[src/shared/tcie_pkg.sv]
// Constants, register map and carrier types for the timer channel interrupt enable bank
package tcie_pkg;

   localparam int          TCIE_NCH        = 5;
   localparam int          TCIE_CNT_W      = 16;
   localparam int          TCIE_ADDR_W     = 8;
   localparam int          TCIE_REG_W      = 8;

   // Byte addresses of the register words
   localparam logic [7:0]  TCIE_ENA_BASE   = 8'h00;
   localparam logic [7:0]  TCIE_STS_BASE   = 8'h20;
   localparam logic [7:0]  TCIE_EVT_STS    = 8'h40;
   localparam logic [7:0]  TCIE_EVT_MASK   = 8'h44;
   localparam logic [7:0]  TCIE_WORD_STEP  = 8'h04;

   // Enable register fields
   localparam int          TCIE_B_CONV     = 7;
   localparam int          TCIE_B_RSVD1    = 6;
   localparam int          TCIE_B_UNF      = 5;
   localparam int          TCIE_B_OVF      = 4;
   localparam int          TCIE_B_MD       = 3;
   localparam int          TCIE_B_MC       = 2;
   localparam int          TCIE_B_MB       = 1;
   localparam int          TCIE_B_MA       = 0;

   // Implemented bits per channel group, and fixed read values
   localparam logic [7:0]  TCIE_ENA_MASK_UD  = 8'hB3;
   localparam logic [7:0]  TCIE_ENA_MASK_MAT = 8'h9F;
   localparam logic [7:0]  TCIE_FLG_MASK_UD  = 8'h33;
   localparam logic [7:0]  TCIE_FLG_MASK_MAT = 8'h1F;
   localparam logic [7:0]  TCIE_ENA_RST      = 8'h00;
   localparam logic [7:0]  TCIE_ENA_FIXED1   = 8'h40;
   localparam logic [7:0]  TCIE_STS_FIXED1   = 8'hC0;
   localparam logic [5:0]  TCIE_FLG_RST      = 6'h00;

   localparam logic [15:0] TCIE_CNT_MAX    = 16'hFFFF;
   localparam logic [15:0] TCIE_CNT_ZERO   = 16'h0000;

   localparam logic [1:0]  TCIE_RESP_OKAY  = 2'h0;
   localparam logic [1:0]  TCIE_RESP_DEC   = 2'h3;

   // Event status: bit per channel request rise, top bit for converter start
   localparam int          TCIE_EVT_W      = 6;
   localparam int          TCIE_EVT_CONV   = 5;
   localparam logic [5:0]  TCIE_EVT_RST    = 6'h00;

   // One interrupt request group, order matches enable bits 5..0
   typedef struct packed {
      logic unf;
      logic ovf;
      logic md;
      logic mc;
      logic mb;
      logic ma;
   } tcie_req_s;

   // Capture/compare events of one channel
   typedef struct packed {
      logic md;
      logic mc;
      logic mb;
      logic ma;
   } tcie_match_s;

endpackage : tcie_pkg

[src/logic/tcie_top.sv]
// Timer channel interrupt and converter-trigger enable bank with AXI4-Lite slave
`timescale 1ns/1ps
// Function
// - One 8-bit read/write enable register per channel, five channels
// - Bit 7 gates channel-A converter start request
// - Bit 6 reserved, reads 1, writes ignored
// - Channels 1,2 bit 5 enables underflow request
// - Channels 0,3,4 bit 5 reads 0
// - Bit 4 enables overflow request everywhere
// - Channels 0,3,4 bit 3 enables match D
// - Channels 1,2 bit 3 reads 0
// - Channels 0,3,4 bit 2 enables match C
// - Channels 1,2 bit 2 reads 0
// - Bit 1 enables match B request
// - Bit 0 enables match A request
// - Overflow on max-to-zero, underflow zero-to-max
module tcie_top
   import tcie_pkg::*;
#(
   parameter int NCH   = TCIE_NCH,
   parameter int CNT_W = TCIE_CNT_W
)
(
   input  wire logic                   aclk,
   input  wire logic                   aresetn,
   input  wire logic                   s_axi_awvalid,
   output logic                        s_axi_awready,
   input  wire logic [TCIE_ADDR_W-1:0] s_axi_awaddr,
   input  wire logic [2:0]             s_axi_awprot,
   input  wire logic                   s_axi_wvalid,
   output logic                        s_axi_wready,
   input  wire logic [31:0]            s_axi_wdata,
   input  wire logic [3:0]             s_axi_wstrb,
   output logic                        s_axi_bvalid,
   input  wire logic                   s_axi_bready,
   output logic [1:0]                  s_axi_bresp,
   input  wire logic                   s_axi_arvalid,
   output logic                        s_axi_arready,
   input  wire logic [TCIE_ADDR_W-1:0] s_axi_araddr,
   input  wire logic [2:0]             s_axi_arprot,
   output logic                        s_axi_rvalid,
   input  wire logic                   s_axi_rready,
   output logic [31:0]                 s_axi_rdata,
   output logic [1:0]                  s_axi_rresp,
   input  wire logic [CNT_W-1:0]       channel_counter [NCH],
   input  wire tcie_match_s            match_evt       [NCH],
   output tcie_req_s                   irq_req         [NCH],
   output logic [NCH-1:0]              conv_start_req,
   output logic                        irq
);

   ////////////////////////////////////////////////////////////////////////////
   // Helpers

   // Channels 1 and 2 carry the underflow bit; the others carry match C/D
   function automatic logic is_ud_chan(input int ch);
      is_ud_chan = (ch == 1) || (ch == 2);
   endfunction : is_ud_chan

   function automatic logic [7:0] ena_mask(input int ch);
      ena_mask = is_ud_chan(ch) ? TCIE_ENA_MASK_UD : TCIE_ENA_MASK_MAT;
   endfunction : ena_mask

   function automatic logic [7:0] flg_mask(input int ch);
      flg_mask = is_ud_chan(ch) ? TCIE_FLG_MASK_UD : TCIE_FLG_MASK_MAT;
   endfunction : flg_mask

   // Returns channel index of an address in a block of NCH words, or -1
   function automatic int chan_of(input logic [TCIE_ADDR_W-1:0] addr, input logic [7:0] base);
      chan_of = -1;
      for (int i = 0; i < NCH; i++)
      begin
         if (addr == 8'(base + 8'(i) * TCIE_WORD_STEP))
         begin
            chan_of = i;
         end
      end
   endfunction : chan_of

   ////////////////////////////////////////////////////////////////////////////
   // Registers

   logic [7:0]            ena_ff   [NCH];
   logic [5:0]            flag_ff  [NCH];
   logic [5:0]            armed_ff [NCH];
   logic [CNT_W-1:0]      cnt_prev_ff [NCH];
   logic                  cnt_vld_ff;
   logic [TCIE_EVT_W-1:0] evt_sts_ff;
   logic [TCIE_EVT_W-1:0] evt_mask_ff;

   logic                   aw_held_ff;
   logic                   w_held_ff;
   logic [TCIE_ADDR_W-1:0] awaddr_ff;
   logic [7:0]             wbyte_ff;
   logic                   wlane_ff;

   logic [5:0]      set_evt  [NCH];
   logic [NCH-1:0]  req_rise;
   logic            wr_fire;
   logic            rd_fire;
   int              wr_ena_ch;
   int              wr_sts_ch;
   int              rd_ena_ch;
   int              rd_sts_ch;

   assign wr_fire   = aw_held_ff && w_held_ff && !s_axi_bvalid;
   assign rd_fire   = s_axi_arvalid && s_axi_arready;
   assign wr_ena_ch = chan_of(awaddr_ff, TCIE_ENA_BASE);
   assign wr_sts_ch = chan_of(awaddr_ff, TCIE_STS_BASE);
   assign rd_ena_ch = chan_of(s_axi_araddr, TCIE_ENA_BASE);
   assign rd_sts_ch = chan_of(s_axi_araddr, TCIE_STS_BASE);

   ////////////////////////////////////////////////////////////////////////////
   // Write channel: address and data are taken in either order

   always_ff @(posedge aclk)
   begin
      if (!aresetn)
      begin
         aw_held_ff    <= 1'b0;
         s_axi_awready <= 1'b0;
         awaddr_ff     <= '0;
      end
      else if (s_axi_awvalid && s_axi_awready)
      begin
         aw_held_ff    <= 1'b1;
         s_axi_awready <= 1'b0;
         awaddr_ff     <= s_axi_awaddr;
      end
      else if (wr_fire)
      begin
         aw_held_ff <= 1'b0;
      end
      else
      begin
         s_axi_awready <= !aw_held_ff && !s_axi_bvalid;
      end
   end

   always_ff @(posedge aclk)
   begin
      if (!aresetn)
      begin
         w_held_ff    <= 1'b0;
         s_axi_wready <= 1'b0;
         wbyte_ff     <= '0;
         wlane_ff     <= 1'b0;
      end
      else if (s_axi_wvalid && s_axi_wready)
      begin
         w_held_ff    <= 1'b1;
         s_axi_wready <= 1'b0;
         wbyte_ff     <= s_axi_wdata[7:0];
         wlane_ff     <= s_axi_wstrb[0];
      end
      else if (wr_fire)
      begin
         w_held_ff <= 1'b0;
      end
      else
      begin
         s_axi_wready <= !w_held_ff && !s_axi_bvalid;
      end
   end

   always_ff @(posedge aclk)
   begin
      if (!aresetn)
      begin
         s_axi_bvalid <= 1'b0;
         s_axi_bresp  <= TCIE_RESP_OKAY;
      end
      else if (wr_fire)
      begin
         s_axi_bvalid <= 1'b1;
         if (wr_ena_ch >= 0 || wr_sts_ch >= 0 || awaddr_ff == TCIE_EVT_STS || awaddr_ff == TCIE_EVT_MASK)
         begin
            s_axi_bresp <= TCIE_RESP_OKAY;
         end
         else
         begin
            s_axi_bresp <= TCIE_RESP_DEC;
         end
      end
      else if (s_axi_bready)
      begin
         s_axi_bvalid <= 1'b0;
      end
   end

   ////////////////////////////////////////////////////////////////////////////
   // Enable registers

   always_ff @(posedge aclk)
   begin
      if (!aresetn)
      begin
         for (int c = 0; c < NCH; c++)
         begin
            ena_ff[c] <= TCIE_ENA_RST;
         end
      end
      else if (wr_fire && wlane_ff && wr_ena_ch >= 0)
      begin
         // Reserved positions never store, so they read back fixed
         ena_ff[wr_ena_ch] <= wbyte_ff & ena_mask(wr_ena_ch);
      end
   end

   ////////////////////////////////////////////////////////////////////////////
   // Status flags: counter wrap detection and match capture

   always_ff @(posedge aclk)
   begin
      if (!aresetn)
      begin
         cnt_vld_ff <= 1'b0;
         for (int c = 0; c < NCH; c++)
         begin
            cnt_prev_ff[c] <= '0;
         end
      end
      else
      begin
         cnt_vld_ff <= 1'b1;
         for (int c = 0; c < NCH; c++)
         begin
            cnt_prev_ff[c] <= channel_counter[c];
         end
      end
   end

   always_comb
   begin
      for (int c = 0; c < NCH; c++)
      begin
         set_evt[c]    = '0;
         set_evt[c][TCIE_B_OVF] = cnt_vld_ff && cnt_prev_ff[c] == TCIE_CNT_MAX
                                  && channel_counter[c] == TCIE_CNT_ZERO;
         set_evt[c][TCIE_B_UNF] = cnt_vld_ff && cnt_prev_ff[c] == TCIE_CNT_ZERO
                                  && channel_counter[c] == TCIE_CNT_MAX;
         set_evt[c][TCIE_B_MD]  = match_evt[c].md;
         set_evt[c][TCIE_B_MC]  = match_evt[c].mc;
         set_evt[c][TCIE_B_MB]  = match_evt[c].mb;
         set_evt[c][TCIE_B_MA]  = match_evt[c].ma;
         set_evt[c] = set_evt[c] & 6'(flg_mask(c));
      end
   end

   // A flag is armed by a read that saw it high; only then does a written 0 clear it
   always_ff @(posedge aclk)
   begin
      if (!aresetn)
      begin
         for (int c = 0; c < NCH; c++)
         begin
            armed_ff[c] <= TCIE_FLG_RST;
         end
      end
      else
      begin
         for (int c = 0; c < NCH; c++)
         begin
            if (rd_fire && rd_sts_ch == c)
            begin
               armed_ff[c] <= flag_ff[c];
            end
            else if (wr_fire && wlane_ff && wr_sts_ch == c)
            begin
               armed_ff[c] <= armed_ff[c] & wbyte_ff[5:0];
            end
         end
      end
   end

   always_ff @(posedge aclk)
   begin
      if (!aresetn)
      begin
         for (int c = 0; c < NCH; c++)
         begin
            flag_ff[c] <= TCIE_FLG_RST;
         end
      end
      else
      begin
         for (int c = 0; c < NCH; c++)
         begin
            // Set wins over a clear in the same cycle; writing 1 has no effect
            if (wr_fire && wlane_ff && wr_sts_ch == c)
            begin
               flag_ff[c] <= (flag_ff[c] & ~(armed_ff[c] & ~wbyte_ff[5:0])) | set_evt[c];
            end
            else
            begin
               flag_ff[c] <= flag_ff[c] | set_evt[c];
            end
         end
      end
   end

   ////////////////////////////////////////////////////////////////////////////
   // Request outputs and converter trigger

   always_ff @(posedge aclk)
   begin
      if (!aresetn)
      begin
         for (int c = 0; c < NCH; c++)
         begin
            irq_req[c] <= '0;
         end
      end
      else
      begin
         for (int c = 0; c < NCH; c++)
         begin
            irq_req[c] <= tcie_req_s'(flag_ff[c] & ena_ff[c][5:0]);
         end
      end
   end

   // Pulse follows the match-A event itself, not the sticky flag
   always_ff @(posedge aclk)
   begin
      if (!aresetn)
      begin
         conv_start_req <= '0;
      end
      else
      begin
         for (int c = 0; c < NCH; c++)
         begin
            conv_start_req[c] <= match_evt[c].ma && ena_ff[c][TCIE_B_CONV];
         end
      end
   end

   always_comb
   begin
      for (int c = 0; c < NCH; c++)
      begin
         req_rise[c] = |(flag_ff[c] & ena_ff[c][5:0] & ~6'(irq_req[c]));
      end
   end

   ////////////////////////////////////////////////////////////////////////////
   // Summary interrupt: sticky events, write-one-to-clear, mask

   always_ff @(posedge aclk)
   begin
      if (!aresetn)
      begin
         evt_sts_ff  <= TCIE_EVT_RST;
         evt_mask_ff <= TCIE_EVT_RST;
      end
      else
      begin
         if (wr_fire && wlane_ff && awaddr_ff == TCIE_EVT_MASK)
         begin
            evt_mask_ff <= wbyte_ff[TCIE_EVT_W-1:0];
         end
         if (wr_fire && wlane_ff && awaddr_ff == TCIE_EVT_STS)
         begin
            evt_sts_ff <= (evt_sts_ff & ~wbyte_ff[TCIE_EVT_W-1:0]) | {|conv_start_req, 5'(req_rise)};
         end
         else
         begin
            evt_sts_ff <= evt_sts_ff | {|conv_start_req, 5'(req_rise)};
         end
      end
   end

   always_ff @(posedge aclk)
   begin
      if (!aresetn)
      begin
         irq <= 1'b0;
      end
      else
      begin
         irq <= |(evt_sts_ff & evt_mask_ff);
      end
   end

   ////////////////////////////////////////////////////////////////////////////
   // Read channel

   always_ff @(posedge aclk)
   begin
      if (!aresetn)
      begin
         s_axi_arready <= 1'b0;
         s_axi_rvalid  <= 1'b0;
         s_axi_rdata   <= '0;
         s_axi_rresp   <= TCIE_RESP_OKAY;
      end
      else if (rd_fire)
      begin
         s_axi_arready <= 1'b0;
         s_axi_rvalid  <= 1'b1;
         s_axi_rresp   <= TCIE_RESP_OKAY;
         s_axi_rdata   <= '0;
         if (rd_ena_ch >= 0)
         begin
            s_axi_rdata[7:0] <= ena_ff[rd_ena_ch] | TCIE_ENA_FIXED1;
         end
         else if (rd_sts_ch >= 0)
         begin
            s_axi_rdata[7:0] <= {2'b00, flag_ff[rd_sts_ch]} | TCIE_STS_FIXED1;
         end
         else if (s_axi_araddr == TCIE_EVT_STS)
         begin
            s_axi_rdata[TCIE_EVT_W-1:0] <= evt_sts_ff;
         end
         else if (s_axi_araddr == TCIE_EVT_MASK)
         begin
            s_axi_rdata[TCIE_EVT_W-1:0] <= evt_mask_ff;
         end
         else
         begin
            s_axi_rresp <= TCIE_RESP_DEC;
         end
      end
      else if (s_axi_rvalid && s_axi_rready)
      begin
         s_axi_rvalid <= 1'b0;
      end
      else
      begin
         s_axi_arready <= !s_axi_rvalid;
      end
   end

endmodule : tcie_top

[config.mk]
export PLATFORM = sky130hd
export DESIGN_NAME = tcie_top
export DESIGN_NICKNAME = d
export VERILOG_FILES = /design/src/shared/tcie_pkg.sv /design/src/logic/tcie_top.sv
export SDC_FILE = /design/constraint.sdc
export NUM_CORES = 1
export LEC_CHECK = 0
export BUFFER_PORTS_ARGS = -buffer_cell sky130_fd_sc_hd__clkbuf_2
export CORE_MARGIN = 3
export CORE_UTILIZATION = 49
export CTS_CLUSTER_SIZE = 10
export DETAILED_ROUTE_END_ITERATION = 16
export PLACE_DENSITY = 0.76
export RECOVER_POWER = 50
export SLEW_MARGIN = 15
export SYNTH_ARGS = -nofsm -noshare
export SYNTH_HDL_FRONTEND = slang
export SYNTH_SLANG_ARGS = --single-unit
[constraint.sdc]
create_clock -name aclk -period 2.24 [get_ports aclk]
set_input_delay 0.336 -clock aclk [delete_from_list [all_inputs] [get_ports aclk]]
set_output_delay 0.336 -clock aclk [all_outputs]
set_load 0.02 [all_outputs]
; ---- Yosys cells after proc, flatten, opt, wreduce, memory -nomap -nowiden
; Memories as Yosys holds them, arrays and structs flattened.
; Cells that the tools add are included.
[totals]
word_cells = 379
input_bits = 165
out_inout_bits = 77
ramBits = 180
mem_bits_ro = 0
register_bits = 85
latch_bits = 0
n_memories = 4
[mem_list]
columns = name, words, word_bits, read_ports, rd_clocked_by_memory_dff, write_ports, line
row1 = cnt_prev_ff, 5, 16, 5, 0, 5, tcie_top.sv:86  ; logic [CNT_W-1:0] cnt_prev_ff [NCH];
row2 = ena_ff, 5, 8, 6, 0, 5, tcie_top.sv:83  ; logic [7:0] ena_ff [NCH];
row3 = armed_ff, 5, 6, 5, 0, 5, tcie_top.sv:85  ; logic [5:0] armed_ff [NCH];
row4 = flag_ff, 5, 6, 6, 0, 5, tcie_top.sv:84  ; logic [5:0] flag_ff [NCH];
[op_classes]
n_eq_ne = 39
n_addsub = 0
mul = 0
bitwise = 77
order_cmp = 4
mux = 132
n_div = 0
shift = 0
n_reduce_logical = 75
[ops]
columns = operator, n
row1 = 32-bit 2-to-1 mux, 20
row2 = 6-bit AND, 27
row3 = "32-bit by 3-bit == test with 1-bit output, second input constant", 5
row4 = 6-bit 2-to-1 mux, 25
row5 = "32-bit by 1-bit >= comparator with 1-bit output, second input constant", 4
row6 = "16-bit == test, second input constant", 7
row7 = 16-bit zero test, 7
row8 = "32-bit by 2-bit == test with 1-bit output, second input constant", 3
row9 = "8-bit by 6-bit == test with 1-bit output, second input constant", 10
row10 = 16-bit 2-to-1 mux, 5
row11 = 1-bit 2-to-1 mux, 73
row12 = 6-bit NOT, 11
row13 = "32-bit by 4-bit == test with 1-bit output, second input constant", 2
row14 = 32-bit zero test, 2
row15 = 1-bit logical AND, 41
row16 = 6-bit by 5-bit bitwise OR with 6-bit output, 6
row17 = 6-bit bitwise OR, 6
row18 = 6-bit OR reduction, 6
row19 = "8-bit by 4-bit == test with 1-bit output, second input constant", 4
row20 = "8-bit by 7-bit == test with 1-bit output, second input constant", 4
row21 = 1-bit bitwise OR, 25
row22 = "8-bit by 3-bit == test with 1-bit output, second input constant", 2
row23 = "8-bit by 5-bit == test with 1-bit output, second input constant", 2
row24 = 8-bit zero test, 2
row25 = 11 further kinds, 28

; ---- Logic depth before layout (Yosys ltp)
[depth]
depth_word = 13
mapped_depth = 7
ltp_nobuf = 5

; ---- Worst setup path after synthesis
; Ideal clock, no wire load.
[synth_timing]
path_type = in2reg
startpoint = input s_axi_araddr[7]
endpoint = memory armed_ff[3][0], data pin
arrival_time_ps = 2011
path_slack_ps = -41
required_time_ps = 1970
path_stages = 6
setup_ps = 270
n_path_buf = 1
path_cell_list = or4_4 > or4b_2 > and4_1 > clkbuf_1 > nand3_1 > a21oi_1
[synth_rtl]
columns = item, line
row1 = "start, declared", tcie_top.sv:39  ; input wire logic [TCIE_ADDR_W-1:0] s_axi_araddr,
row2 = "end, declared", tcie_top.sv:85

==> parameters.txt <==
Parameter                              Value

Status
  Outcome ... finished clean

Synthesis
  Main synth FF type ... dfxtp_1
  Syn Area/Cell ... approximately 9.8 um2
  Total standard cell area after synthesis ... 11000 um2
  Portion of the post-synthesis area used by sequential elements ... 0.561
  Flip-flop and latch count after synthesis ... 260
  Warning count from the yosys run ... 0
  Share of async-settable or async-resettable flops after synthesis ... 0
  Number of enable flip-flop cells after synthesis ... between 90 and 100
  Number of standard cells after synthesis ... 1125
  Number of distinct standard cells referenced by the synthesized netlist ... 53

Clocking
  H-tree depth reported by CTS ... 1
  Clock network latency to the later pin of the worst-skew pair ... 0.55 ns
  Clock tree buffer depth ... 3
  TritonCTS buffer count ... 30
  CTS tree ... built
  Cts repair resizes ... 0
  Clock-pin slew reported for the worst setup and hold paths after clock tree synthesis ... ~0.060 ns
  Clock net sink count ... 260
  Buffer type at the clock tree root ... clkbuf_16

Timing
  Number of max-slew violations in the final report ... 0
  Unrepaired setup endpoints after global routing ... false
  Worst rel slew slack ... 0.292
  Hold Fails Final Rpt ... 0
  Fin crit period ... roughly 2.1 ns
  Skew final ... 0.0153 ns
  Min Hold Slack ... roughly 0.015 ns
  Slew at the pin closest to its max-slew limit ... ~1.1 ns
  Final worst path period share ... 0.958
  TNS Setup ... 0 ns
  Setup violation total in the final timing report ... 0
  Min setup slack post-route ... roughly 0.094 ns
  Max Clk Rate ... ~0.47 GHz

Final layout
  Util after Layout ... 0.619
  Fraction of layout instances using a drive strength above 1 ... 0.190
  Final instance area ... 13600 um2
  Post-route non-filler standard cell count ... 1693
  Filler cell count in the final layout ... between 1500 and 2000
  Antenna cell count ... 0
  Area grow syn2layout ... 23.2%
  Nets ... ~1600

Detailed routing
  Vias ... 9602
  Initial detailed-routing violation count ... 959
  Average detailed-routed wire length per instance ... 18.8 um
  Vias per cell ... 5.67
  Remaining number of nets flagged by the antenna check after routing ... 0
  Detailed-route wire length ... about 32000 um
  Final routed DRC violation total ... 0
  Router iterations before antenna repair ... 5

Global routing
  Number of antenna violations at the first check in global routing ... 0
  Tot GR Track Use ... 0.257
  Via count of the first global-routing pass ... approximately 9000
  Global-route wire length before repair ... slightly below 50000 um
  Largest net degree at the start of global routing ... 79
  Total grt overflow ... 0

Pwr
  Leakage Power ... roughly 5.4 nW
  Power Total ... roughly 11 mW
  VDD IR-drop max ... around 0.00052 V
  Power per cell area ... between 700 and 800 nW/um2

Floorplan
  Ports placed on the boundary ... between 200 and 250
  # rows ... between 50 and 60
  Die extent in x ... 156 um
  Placeable Area ... roughly 22000 um2
  Die extent in y ... roughly 160 um
  Die Footprint ... 24400 um2
  Effective utilization at floorplan ... 0.502

Place
  Dpl cells ... between 1500 and 2000
  Dpl ws ... -0.216 ns
  Half-perimeter wire length after detailed placement ... 23600 um
  GPL Wtd Cong ... a little under 1
  Port Buffers ... approximately 180
  Standard cell area after detailed placement ... 12700 um2

Setup path
  Worst Path Class, Setup ... reg -> reg
  Critical path capture point type ... flip-flop
  Crit path launch type ... flip-flop
  Required arrival time at the worst endpoint ... 2.51 ns
  Data arrival time of the critical path ... 2.41 ns
  Critical path fanouts, max ... 6

Run
  Max capacitance violation total ... 0

Worst hold path
  Path class of the lowest-slack min-delay path ... in -> reg
## flip-flops by register name, summed over array words and instances, names as in the netlist, 7 cells and up
signal       count
awaddr_ff        8
wbyte_ff         7
flag_ff         30
s_axi_rdata      8
irq_req         30
armed_ff        30
ena_ff          38
cnt_prev_ff     80
## worst paths after layout
check,slack (ns),cells past startpoint,end,startpoint
worst min register to register,0.46,2,s_axi_rresp[0]$_SDFFE_PN0P_,s_axi_rresp[0]$_SDFFE_PN0P_
worst min-delay path,0.01,2,cnt_prev_ff[0][5]$_SDFF_PN0_,channel_counter[69]
worst max register to register,0.09,6,armed_ff[0][1]$_SDFFCE_PP0P_,awaddr_ff[0]$_SDFFE_PN0P_
worst max-delay path,0.09,6,armed_ff[0][1]$_SDFFCE_PP0P_,awaddr_ff[0]$_SDFFE_PN0P_
## cell usage in the layout, fill, tap and decap left out, types with 8 or more instances in the layout
cell type / count
dfxtp_1: 162
nor3b_1: 14
nand2_1: 140
clkbuf_2: 139
nand4_1: 46
nand3_1: 22
and2_1: 65
clkbuf_16: 30
conb_1: 57
a21oi_1: 73
o21ai_0: 50
a31oi_1: 10
and3_1: 19
or2_2: 10
nor3_1: 30
clkbuf_1: 63
and2_0: 26
dlygate4sd3_1: 9
inv_1: 19
mux2i_1: 29
a211oi_1: 9
nor2_1: 92
nor4_1: 24
o22ai_1: 19
nand2b_1: 8
buf_4: 65
edfxtp_1: 98
## metal layers
| metal | part of all wire | vias up | track usage |
|---|---|---|---|
| met1 | 0.40 | 4523 | 0.346 |
| met5 | 0 | - | 0 |
| met3 | 0.091 | 80 | 0.0427 |
| met2 | 0.47 | 500 | 0.416 |
| li1 | - | 4499 | - |
| met4 | 0.038 | 0 | 0.101 |
## cell usage after synthesis, types with 22 or more instances
cell	count	area, um2
o21ai_0	51	255
nand3_1	22	110
nor4_1	24	150
mux2i_1	29	290
clkbuf_1	47	176
buf_4	26	195
a21oi_1	73	365
and2_1	91	569
edfxtp_1	98	2940
nor3_1	30	150
dfxtp_1	162	3240
nand4_1	46	288
nor2_1	92	345
nand2_1	140	526
## cell families after synthesis
group           synth area share
compound gates             0.103
other cells             0.000681
buf+inv                   0.0432
mux                       0.0416
flops                      0.561
simple gates               0.251
## power by group
part	internal [mW]	leakage, nW	total (mW)	switching (mW)
Sequential	5.13	2.34	5.30	0.173
Combinational	0.347	2.61	0.889	0.542
Clock	2.63	0.420	4.42	1.79
## repair_timing
item | 4_1_cts | 5_1_grt
endpoints found under the setup margin | 1 | 12
hold endpoints to repair | 9 | 0
buffers inserted | 0 | 2
hold buffers | 9 | 0
pin swaps | 1 | 1
## cell type report
type                    count  area, um2  share of cell area
repair buffers            261       1520               0.112
inverters                  20       75.1             0.00552
clock buffers              50        836              0.0615
multi-input cells         820       4580               0.337
well taps                 280        350              0.0258
flip-flops and latches    260       6190               0.455
clock inverters             2       46.3             0.00341
## critical path: stages, from the launching register on
cell and delay (ns):
dfxtp_1 0.31, or3_1 0.48, nor3_1 0.32, nand2_1 0.12, nor3_1 0.29, nand3b_1 0.21, buf_12 0.14
Note: power is estimated with default switching activity, not from simulation.
